==> config.mk <==
export PLATFORM = sky130hd
export DESIGN_NAME = segment_attribute_map
export DESIGN_NICKNAME = d
export VERILOG_FILES = /design/src/rtl/seg_attr_pkg.sv /design/src/rtl/segment_attribute_map.sv
export SDC_FILE = /design/constraint.sdc
export NUM_CORES = 1
export LEC_CHECK = 0
export BUFFER_PORTS_ARGS = -buffer_cell sky130_fd_sc_hd__clkbuf_2
export CAP_MARGIN = 20
export CELL_PAD_IN_SITES_DETAIL_PLACEMENT = 1
export CELL_PAD_IN_SITES_GLOBAL_PLACEMENT = 2
export CORE_AREA = 2 2 152 154
export DETAILED_ROUTE_END_ITERATION = 10
export DIE_AREA = 0 0 154 156
export GPL_ROUTABILITY_DRIVEN = 0
export PLACE_DENSITY_LB_ADDON = 0.1
export SYNTH_ARGS = -nofsm -noshare
export SYNTH_HDL_FRONTEND = slang
export SYNTH_SLANG_ARGS = --single-unit
==> constraint.sdc <==
create_clock -name ref_clk_in -period 2.75 [get_ports ref_clk_in]
set_input_delay 0.275 -clock ref_clk_in [delete_from_list [all_inputs] [get_ports ref_clk_in]]
set_output_delay 0.275 -clock ref_clk_in [all_outputs]
set_load 0.03 [all_outputs]
==> src/rtl/seg_attr_pkg.sv <==
`default_nettype none
package seg_attr_pkg;
    // register indices as printed; byte address is four times the index
    localparam logic [7:0] ATTR_IDX_0 = 8'h59;
    localparam logic [7:0] ATTR_IDX_6 = 8'h5F;
    localparam int NUM_REGS = 7;
    localparam int NUM_SEGS = 14;
    localparam logic [7:0] ATTR_RESET = 8'h00;
    // nibble field positions
    localparam int BIT_RD = 0;
    localparam int BIT_WR = 1;
    localparam int BIT_CE = 2;
    localparam int NIB_W = 4;
    // hole register (own choice), index 0x60 -> byte 0x180
    localparam logic [7:0] HOLE_IDX = 8'h60;
    localparam logic [31:0] HOLE_RESET = 32'h0000_0000;
    // address map, 20-bit legacy addresses
    localparam logic [19:0] EXP_BASE = 20'hC0000;
    localparam logic [19:0] SYS_BIOS_BASE = 20'hF0000;
    localparam int SEG16_SHIFT = 14;
    localparam int AP_W = 12;
endpackage
`default_nettype wire

==> src/rtl/segment_attribute_map.sv <==
// Overview of operation
// RL1: seven attribute registers cover thirteen segments
// RL2: each register holds two 4-bit nibble fields
// RL3: nibble bits: read, write, cache, reserved
// RL4: read enable steers cpu reads to memory
// RL5: write enable steers cpu writes to memory
// RL6: cache enable reports segment L1 cacheable
// RL7: software never sets cache without read
// RL8: cache with write off: code reads only
// RL9: read-only writes ignored, passed to pci
// RL10: read-only segments never allocated in L2
// RL11: write-only reads go to pci
// RL12: disabled segment forwards everything to pci
// RL13: read/write segment is ordinary memory
// RL14: writable segment claims pci master writes
// RL15: readable segment claims pci master reads
// RL16: no devsel for disallowed pci accesses
// RL17: never claim pci accesses inside holes
// RL18: C0000-DFFFF eight 16K segments, regs 1-4
// RL19: E0000-EFFFF four 16K segments, regs 5-6
// RL20: F0000-FFFFF one segment, reg0 upper nibble
// RL21: software keeps cache bit while L2 enabled
// RL22: decode address; others unaffected
`default_nettype none
module segment_attribute_map (
    // clock and reset
    input wire logic ref_clk_in,
    input wire logic rst_in,
    // apb slave
    input wire logic psel,
    input wire logic penable,
    input wire logic pwrite,
    input wire logic [11:0] paddr,
    input wire logic [31:0] pwdata,
    output logic [31:0] prdata,
    output logic pready,
    output logic pslverr,
    // cpu access decode
    input wire logic cpu_valid_in,
    input wire logic [31:0] cpu_addr_in,
    input wire logic cpu_write_in,
    input wire logic cpu_code_in,
    output logic cpu_to_mem_out,
    output logic cpu_to_pci_out,
    output logic l1_cacheable_out,
    output logic l2_alloc_out,
    // pci master decode
    input wire logic pci_valid_in,
    input wire logic [31:0] pci_addr_in,
    input wire logic pci_write_in,
    output logic pci_claim_out
);
    typedef struct packed {
        logic [seg_attr_pkg::NUM_REGS-1:0][7:0] attr;
        logic [31:0] hole;
        logic [31:0] rdata;
        logic mem, pci, l1, l2, claim;
    } state_t;
    state_t st_r, st_nxt;

    logic [9:0] widx;
    logic unmapped;
    logic [3:0] cpu_nib, pci_nib;
    logic cpu_hit, pci_hit, pci_in_hole;
    logic [seg_attr_pkg::NUM_SEGS-1:0][3:0] seg_nib;

    // segment k -> nibble; seg 0 is F0000, 1..12 are C0000..EFFFF
    genvar g;
    generate
        for (g = 0; g < seg_attr_pkg::NUM_SEGS - 1; g++) begin : gen_seg
            assign seg_nib[g + 1] = st_r.attr[(g + 2) / 2][
                ((g % 2) * seg_attr_pkg::NIB_W) +: seg_attr_pkg::NIB_W]; // RL18 RL19
        end
    endgenerate
    assign seg_nib[0] = st_r.attr[0][7:4]; // RL20

    function automatic logic [4:0] lookup(input logic [31:0] a,
            input logic [seg_attr_pkg::NUM_SEGS-1:0][3:0] t);
        logic [3:0] idx;
        idx = 4'h0;
        lookup = 5'h00;
        if (a[31:20] == 12'h000 && a[19:0] >= seg_attr_pkg::EXP_BASE) begin // RL22
            if (a[19:0] >= seg_attr_pkg::SYS_BIOS_BASE) begin
                lookup = {1'b1, t[0]};
            end else begin
                idx = 4'(((a[19:0] - seg_attr_pkg::EXP_BASE)
                    >> seg_attr_pkg::SEG16_SHIFT) + 20'd1);
                lookup = {1'b1, t[idx]};
            end
        end
    endfunction

    always_comb begin
        {cpu_hit, cpu_nib} = lookup(cpu_addr_in, seg_nib);
        {pci_hit, pci_nib} = lookup(pci_addr_in, seg_nib);
        pci_in_hole = st_r.hole[0] && pci_addr_in[31:20] == 12'h000
            && pci_addr_in[19:0] >= st_r.hole[31:12]
            && pci_addr_in[19:0] < {st_r.hole[11:4], 12'h000};
    end

    assign widx = paddr[11:2];
    assign unmapped = !((widx >= 10'(seg_attr_pkg::ATTR_IDX_0)
        && widx <= 10'(seg_attr_pkg::ATTR_IDX_6))
        || widx == 10'(seg_attr_pkg::HOLE_IDX));

    always_comb begin
        st_nxt = st_r;
        if (psel && !penable) begin
            st_nxt.rdata = 32'h0000_0000;
            if (widx == 10'(seg_attr_pkg::HOLE_IDX)) begin
                st_nxt.rdata = st_r.hole;
            end else if (!unmapped) begin
                st_nxt.rdata = {24'h000000,
                    st_r.attr[3'(widx - 10'(seg_attr_pkg::ATTR_IDX_0))]};
            end
        end
        if (psel && penable && pwrite && !unmapped) begin
            if (widx == 10'(seg_attr_pkg::HOLE_IDX)) begin
                st_nxt.hole = pwdata;
            end else begin
                st_nxt.attr[3'(widx - 10'(seg_attr_pkg::ATTR_IDX_0))] =
                    pwdata[7:0]; // RL1 RL2
            end
        end
        // cpu steering; reserved bit 3 ignored
        st_nxt.mem = 1'b0;
        st_nxt.pci = 1'b0;
        st_nxt.l1 = 1'b0;
        st_nxt.l2 = 1'b0;
        if (cpu_valid_in) begin
            if (!cpu_hit) begin
                st_nxt.mem = 1'b1;
                st_nxt.l1 = 1'b1;
                st_nxt.l2 = 1'b1;
            end else begin
                st_nxt.mem = cpu_write_in ? cpu_nib[seg_attr_pkg::BIT_WR] // RL3
                    : cpu_nib[seg_attr_pkg::BIT_RD]; // RL4 RL5 RL11 RL12
                st_nxt.pci = !st_nxt.mem; // RL9
                st_nxt.l1 = cpu_nib[seg_attr_pkg::BIT_CE]
                    && (cpu_nib[seg_attr_pkg::BIT_WR]
                    || (cpu_code_in && !cpu_write_in)); // RL6 RL8
                st_nxt.l2 = st_nxt.mem && cpu_nib[seg_attr_pkg::BIT_RD]
                    && cpu_nib[seg_attr_pkg::BIT_WR]; // RL10 RL13
            end
        end
        st_nxt.claim = pci_valid_in && pci_hit && !pci_in_hole
            && (pci_write_in ? pci_nib[seg_attr_pkg::BIT_WR]
            : pci_nib[seg_attr_pkg::BIT_RD]); // RL14 RL15 RL16 RL17
    end

    always_ff @(posedge ref_clk_in) begin
        if (rst_in) begin
            st_r <= '0;
        end else begin
            st_r <= st_nxt;
        end
    end

    assign prdata = st_r.rdata;
    assign pready = 1'b1;
    assign pslverr = psel && penable && unmapped;
    assign cpu_to_mem_out = st_r.mem;
    assign cpu_to_pci_out = st_r.pci;
    assign l1_cacheable_out = st_r.l1;
    assign l2_alloc_out = st_r.l2;
    assign pci_claim_out = st_r.claim;

    chk_ro_write_pci: assert property (@(posedge ref_clk_in) disable iff (rst_in)
        cpu_valid_in && cpu_hit && cpu_write_in && !cpu_nib[1]
        |=> cpu_to_pci_out && !cpu_to_mem_out && !l2_alloc_out)
        else $error("read-only write not sent to pci"); // RL9
    chk_read_steer: assert property (@(posedge ref_clk_in) disable iff (rst_in)
        cpu_valid_in && cpu_hit && !cpu_write_in
        |=> cpu_to_mem_out == $past(cpu_nib[0]))
        else $error("cpu read steering wrong"); // RL4
    chk_ro_no_l2: assert property (@(posedge ref_clk_in) disable iff (rst_in)
        cpu_valid_in && cpu_hit && !cpu_nib[1] |=> !l2_alloc_out)
        else $error("read-only segment allocated in l2"); // RL10
    chk_l1_code_only: assert property (@(posedge ref_clk_in) disable iff (rst_in)
        cpu_valid_in && cpu_hit && !cpu_nib[1] && !cpu_code_in
        |=> !l1_cacheable_out)
        else $error("data read cached in write-protected segment"); // RL8
    chk_pci_hole: assert property (@(posedge ref_clk_in) disable iff (rst_in)
        pci_valid_in && pci_in_hole |=> !pci_claim_out)
        else $error("pci access in hole claimed"); // RL17
    chk_pci_claim: assert property (@(posedge ref_clk_in) disable iff (rst_in)
        pci_valid_in && pci_hit && !pci_in_hole && pci_write_in
        |=> pci_claim_out == $past(pci_nib[1]))
        else $error("pci write claim wrong"); // RL14
    chk_pci_noclaim: assert property (@(posedge ref_clk_in) disable iff (rst_in)
        !pci_valid_in |=> !pci_claim_out)
        else $error("claim without request"); // RL16
    chk_rw_memory: assert property (@(posedge ref_clk_in) disable iff (rst_in)
        cpu_valid_in && cpu_hit && cpu_nib[0] && cpu_nib[1]
        |=> cpu_to_mem_out && l2_alloc_out)
        else $error("read/write segment not ordinary memory"); // RL13
endmodule
`default_nettype wire

# Word level (Yosys, flattened, before mapping)
# Index checks and enable logic that the tools add are counted.
# W data, S select, Z words.
word_totals:
  ff_bits: 125
  in_bits: 118
  out_inout_bits: 39
  wordCells: 86
classes:
  addsub: 5
  order_cmp: 12
  n_eq_ne: 1
  mux: 19
  bitwise: 3
  n_reduce_logical: 32
op_table:
  columns: ["op", "count"]
  rows:
  - ["$ge A20 B20 Y1 const B", 4]
  - ["$bwmux W56", 1]
  - ["$sub A18 B1 Y18 const B", 2]
  - ["$bmux W4 S4", 2]
  - ["$mux W32", 1]
  - ["$bmux W8 S3", 1]
  - ["$demux W8 S3", 1]
  - ["$logic_not A12 Y1", 2]
  - ["$mux W8", 3]
  - ["$ge A20 B20 Y1", 1]
  - ["$lt A20 B20 Y1", 1]
  - ["$logic_and A1 B1 Y1", 19]
  - ["$mux W4", 4]
  - ["$eq A10 B7 Y1 const B", 1]
  - ["$ge A10 B7 Y1 const B", 1]
  - ["$le A10 B7 Y1 const B", 1]
  - ["$lt A4 B5 Y1 const B", 2]
  - ["$mux W5", 2]
  - ["$add A4 B1 Y4 const B", 2]
  - ["$logic_not A1 Y1", 5]
  - ["$lt A3 B4 Y1 const B", 1]
  - ["$reduce_and A2 Y1", 2]
  - ["$ge A3 B1 Y1 const B", 1]
  - ["$mux W1", 3]
  - ["other kinds (6)", 9]

# Longest topological paths before layout
logic_depth:
  depth_word: 10
  ltp_mapped: 11
  depth_no_buf: 8

# Worst setup path after synthesis
# OpenSTA, ideal clock, no wires.
synth_path:
  kind: "in2out"
  from: "input port paddr[2]"
  to: "output port pslverr"
  arrival_ps: 1956
  t_required_ps: 2475
  slack_ps: 519
  cell_stages: 7
  path_buffers: 2
  cell_sequence: "clkinv_1 > ha_1 > nor4b_1 > and3_1 > clkbuf_1 > buf_2 > nor3_1"
synth_between:
  elab_chain_len: 5
  elab_cells_between_ends: 7
  classes_between: "order compare: 2; eq/ne: 1; reduce/logical: 4"
synth_rtl:
  columns: ["item", "line", "text"]
  rows:
  - ["start, declared", "segment_attribute_map.sv:33", "input wire logic [11:0] paddr,"]
  - ["$ge A10 B7 Y1 / $le A10 B7 Y1 (equally long branches)", "segment_attribute_map.sv:102, segment_attribute_map.sv:103", null]
  - ["$logic_and A1 B1 Y1", "segment_attribute_map.sv:103", "&& widx <= 10'(seg_attr_pkg::ATTR_IDX_6))"]
  - ["$logic_or A1 B1 Y1 *", "segment_attribute_map.sv:104", "|| widx == 10'(seg_attr_pkg::HOLE_IDX));"]
  - ["$logic_not A1 Y1 *", "segment_attribute_map.sv:102", "assign unmapped = !((widx >= 10'(seg_attr_pkg::ATTR_IDX_0)"]
  - ["$logic_and A1 B1 Y1 *", "segment_attribute_map.sv:161", "assign pslverr = psel && penable && unmapped;"]
  - ["end, declared", "segment_attribute_map.sv:37", "output logic pslverr,"]
# Every way passes the cells marked *; elsewhere a longest branch is shown, timed or not.

# Worst setup path after layout
layout_path:
  from: "register st_r[49] in the netlist's numbering"
  to: "register st_r, in the netlist pci_claim_out"
layout_between:
  elab_chain_len: 6
layout_rtl:
  columns: ["item", "line", "text"]
  rows:
  - ["start, declared", "segment_attribute_map.sv:59", "state_t st_r, st_nxt;"]
  - ["start signal, assigned", "segment_attribute_map.sv:155", "st_r <= st_nxt;"]
  - ["$ge A20 B20 Y1", "segment_attribute_map.sv:97", "&& pci_addr_in[19:0] >= st_r.hole[31:12]"]
  - ["$logic_and A1 B1 Y1", "segment_attribute_map.sv:97", null]
  - ["$logic_and A1 B1 Y1", "segment_attribute_map.sv:98", "&& pci_addr_in[19:0] < {st_r.hole[11:4], 12'h000};"]
  - ["$logic_not A1 Y1", "segment_attribute_map.sv:146", "st_nxt.claim = pci_valid_in && pci_hit && !pci_in_hole"]
  - ["$logic_and A1 B1 Y1", "segment_attribute_map.sv:146", null]
  - ["$logic_and A1 B1 Y1", "segment_attribute_map.sv:147", "&& (pci_write_in ? pci_nib[seg_attr_pkg::BIT_WR]"]
# No other way between the ends.
# A chain may end at the register's enable or synchronous reset.

==> implementation parameters <==
Parameter                              Value

Synth
  Dominant cell type by area after synthesis ... dfxtp_1
  Warnings from Yosys ... 0
  Count leader, synth ... nand2_1
  Seq cells post-synth ... 125
  Predominant post-synthesis flop cell ... dfxtp_1
  Netlist area before placement ... 0.00687 mm2
  Cells after synthesis ... 860
  Number of enable flip-flop cells after synthesis ... 0
  Post-Synthesis Mean Instance Area ... 7.99 um2
  Async S/R FF share, synth ... 0%
  Leading post-synthesis cells by cell area ... dfxtp_1, nand2_1, a21oi_1
  Net Count, Synth ... 1012
  Number of distinct library cell variants in the gate-level netlist after synthesis ... 65
  Fraction of the yosys area taken by sequential cells ... 36.4%
  Top-area cell type share of the netlist area ... 36.4%
  Synth top cells by count ... nand2_1, dfxtp_1, a21oi_1, nand3_1, clkbuf_1

GRT
  Met3 routing resource usage after global routing ... 3.97%
  Global Route Usage Sum ... 20.1%
  Grt total ovfl ... 0
  Met2 usage ... 33.0%
  Number of global-route vias before repair ... 6743
  GRT busiest layer ... met2
  Antenna violations before repair ... 0
  Wire length of the first global-routing pass ... 37.5 mm
  Met1 usage in global routing ... 27.3%
  Pin count of the biggest net entering global routing ... 47

Detailed routing
  Detail-routed net length per standard cell ... 19.2 um
  Vias per cell ... 5.23
  Final ANT Viol Nets ... 0
  Remaining design rule violation count ... 0
  First-pass iteration count of the detailed router ... 5
  Total number of vias ... 6548
  Routed wire length ... 24.0 mm
  Number of design-rule violations left by the first detailed-router iteration ... 365

Worst setup path
  Largest incremental delay on the critical path ... 0.42 ns
  Largest driver fanout on the critical path ... 3
  Critical path data arrival time ... 2.59 ns
  Critical path startpoint category ... flip-flop
  Classification of the worst setup path ... reg2reg
  Worst r2r src ... st_r[49]
  Series of cell instances along the critical path ... ha_1, nand2b_1, a2111o_1, a31oi_1, o21ai_0, a21oi_1, o221a_1
  CP Data Required Time ... 3.12 ns
  Crit. End Element ... flip-flop
  WP buf/inv ... 0
  Family with the most delay on the worst path ... compound AO/OA/AOI/OAI gates
  Slowest stage cell on the critical path ... a2111o_1
  Critical path origin ... st_r[49]

Power and ir drop
  Power Dens Cells ... 560 mW/mm2
  Maximum VDD drop ... 0.352 mV
  Static Leak ... 3.16 nW

STA
  RSZ-0062 raised after global routing ... false
  Transition time of the tightest slew-check pin ... 0.956 ns
  Slew Viols, Final ... 0
  Final Cycle Share ... 80.6%
  Post-route minimum period ... 2.22 ns
  Final setup margin ... 0.534 ns
  Number of hold-slack violations in the final timing report ... 0
  Number of endpoints failing setup at the final stage ... 0
  Total negative slack for setup checks ... 0 ns
  Max-slew headroom at the worst pin ... 36.3%
  Maximum clock frequency ... 451 MHz
  Worst Clk Skew ... 0.00647 ns

Layout
  Number of filler cells placed in the layout ... 2693
  Net count, final ... 1105
  Area growth syn-to-layout ... 19.3%
  Fraction of final layout cells sized beyond drive strength 1 ... 23.2%
  Count of inserted antenna diode cells ... 0

Job
  Number of maximum-capacitance violations ... 0

Clocking
  Number of buffers between clock root and the deepest sink ... 2
  Clock transition at the registers of the reported paths ... 0.06 ns
  Skew-Pair Late Insertion Delay ... 0.43 ns
  Root Buffer Master ... clkbuf_16
  Post-cts resize count ... 0
  Clk sink count ... 125
  CTS hold repair buffers ... 0
  Cts bufs inserted ... 17
  H-tree levels ... 4
  Number of buffers inserted to repair setup after CTS ... 0
  Clock tree from TritonCTS ... done

Run status
  Outcome ... finished, final reports clean

Placed design
  Post-detail-place hpwl ... 18.1 mm
  Post-place setup slack ... 0.239 ns
  Count of buffers from port buffering ... 139

Die
  Initial core utilization ... 30.7%
  Number of top-level pins ... 157
  DIE AREA ... 0.0240 mm2
  Area of the placeable core ... 0.0224 mm2
  Core Rows ... 55
  Die width ... 154 um
  Die H ... 156 um

Hold path
  Beginning of the worst hold path ... pwdata[26]
  Worst min-delay path class ... in2reg
[per-stage QoR]
step	total power, W	area (um2)	instances	hold slack, ns	util, %
3_3_place_gp	0.00232	7600	1219	0.442	34.0
3_5_place_dp	0.00233	7600	1219	0.447	34.0
2_1_floorplan	0.00214	6870	860	0.415	-
4_1_cts	0.00463	8190	1251	0.0545	36.6
6_report	0.00459	8190	1251	0.0660	36.6
5_1_grt	0.00475	8190	1251	0.0637	36.6
[registers in the layout, indices dropped and copies added, names as in the netlist]
| signal | count |
|---|---|
| seg_nib | 52 |
| st_r | 36 |
| prdata | 32 |
| cpu_to_mem_out | 1 |
| cpu_to_pci_out | 1 |
| l1_cacheable_out | 1 |
| l2_alloc_out | 1 |
| pci_claim_out | 1 |
[power breakdown]
group	internal, W	switching (W)
registers	0.00182	0.00000393
logic	0.000178	0.000291
clock network	0.00139	0.000911
total	0.00338	0.00121
[routing by layer]
metal | routed length, um | part of all wire [%]
met1 | 11400 | 47
met2 | 11200 | 47
met3 | 1210 | 5.1
met4 | 245 | 1.0
met5 | 0 | 0
[area by class of cell]
type | instances | area [um2] | share of cell area (%)
Multi-Input combinational cell | 609 | 3720 | 45.4
Inverter | 37 | 139 | 1.69
Tap cell | 285 | 357 | 4.35
Timing Repair Buffer | 163 | 878 | 10.7
Clock inverter | 12 | 138 | 1.68
Sequential cell | 125 | 2500 | 30.5
Clock buffer | 20 | 457 | 5.57
[cell families (layout without fill, tap and decap cells)]
family | after synthesis | after routing | synth area share [%]
other | 1 | 1 | 0.0546
adder cells (fa/ha/maj) | 34 | 34 | 6.19
XOR/XNOR | 7 | 7 | 1.11
AO/OA/AOI/OAI | 196 | 196 | 16.9
buffers and inverters | 126 | 232 | 9.38
AND/OR/NAND/NOR | 332 | 332 | 21.4
multiplexers | 39 | 39 | 8.49
flip-flops | 125 | 125 | 36.4
[tightest hold or removal path, delay by kind of cell]
family / cells / cell delay [ns]
AOI/OAI and AO/OA: 1 / 0.05
buffers and inverters: 1 / 0.08
and+or+nand+nor: 1 / 0.05
[path summary, 6_finish.rpt]
kind / endpoint / slack (ns) / cells past startpoint
setup / recovery: pci_claim_out / 0.53 / 7
hold / removal: st_r[63] / 0.07 / 3
setup reg to reg: pci_claim_out / 0.53 / 7
hold reg to reg: prdata[10] / 0.45 / 2
[cells in the final DEF, fill, tap and decap left out, types with 3 or more instances in the layout]
cell	instances
a21o_1	8
o221ai_1	8
nor2b_1	4
mux2_2	8
dfxtp_1	125
inv_1	36
nor2_1	28
nand2b_1	7
mux2i_1	17
a211oi_1	8
nand3_1	38
and3_1	5
clkinvlp_4	5
nor4_1	5
clkbuf_2	138
or3_1	4
a21oi_1	119
nand4_1	7
o22ai_1	8
buf_4	25
o21ai_0	15
a31oi_1	8
nor3_1	8
ha_1	34
and2_1	5
a221oi_1	5
nand2_1	208
mux4_2	12
clkbuf_16	17
xnor2_1	3
No activity file was read; power rests on OpenSTA's default activity.
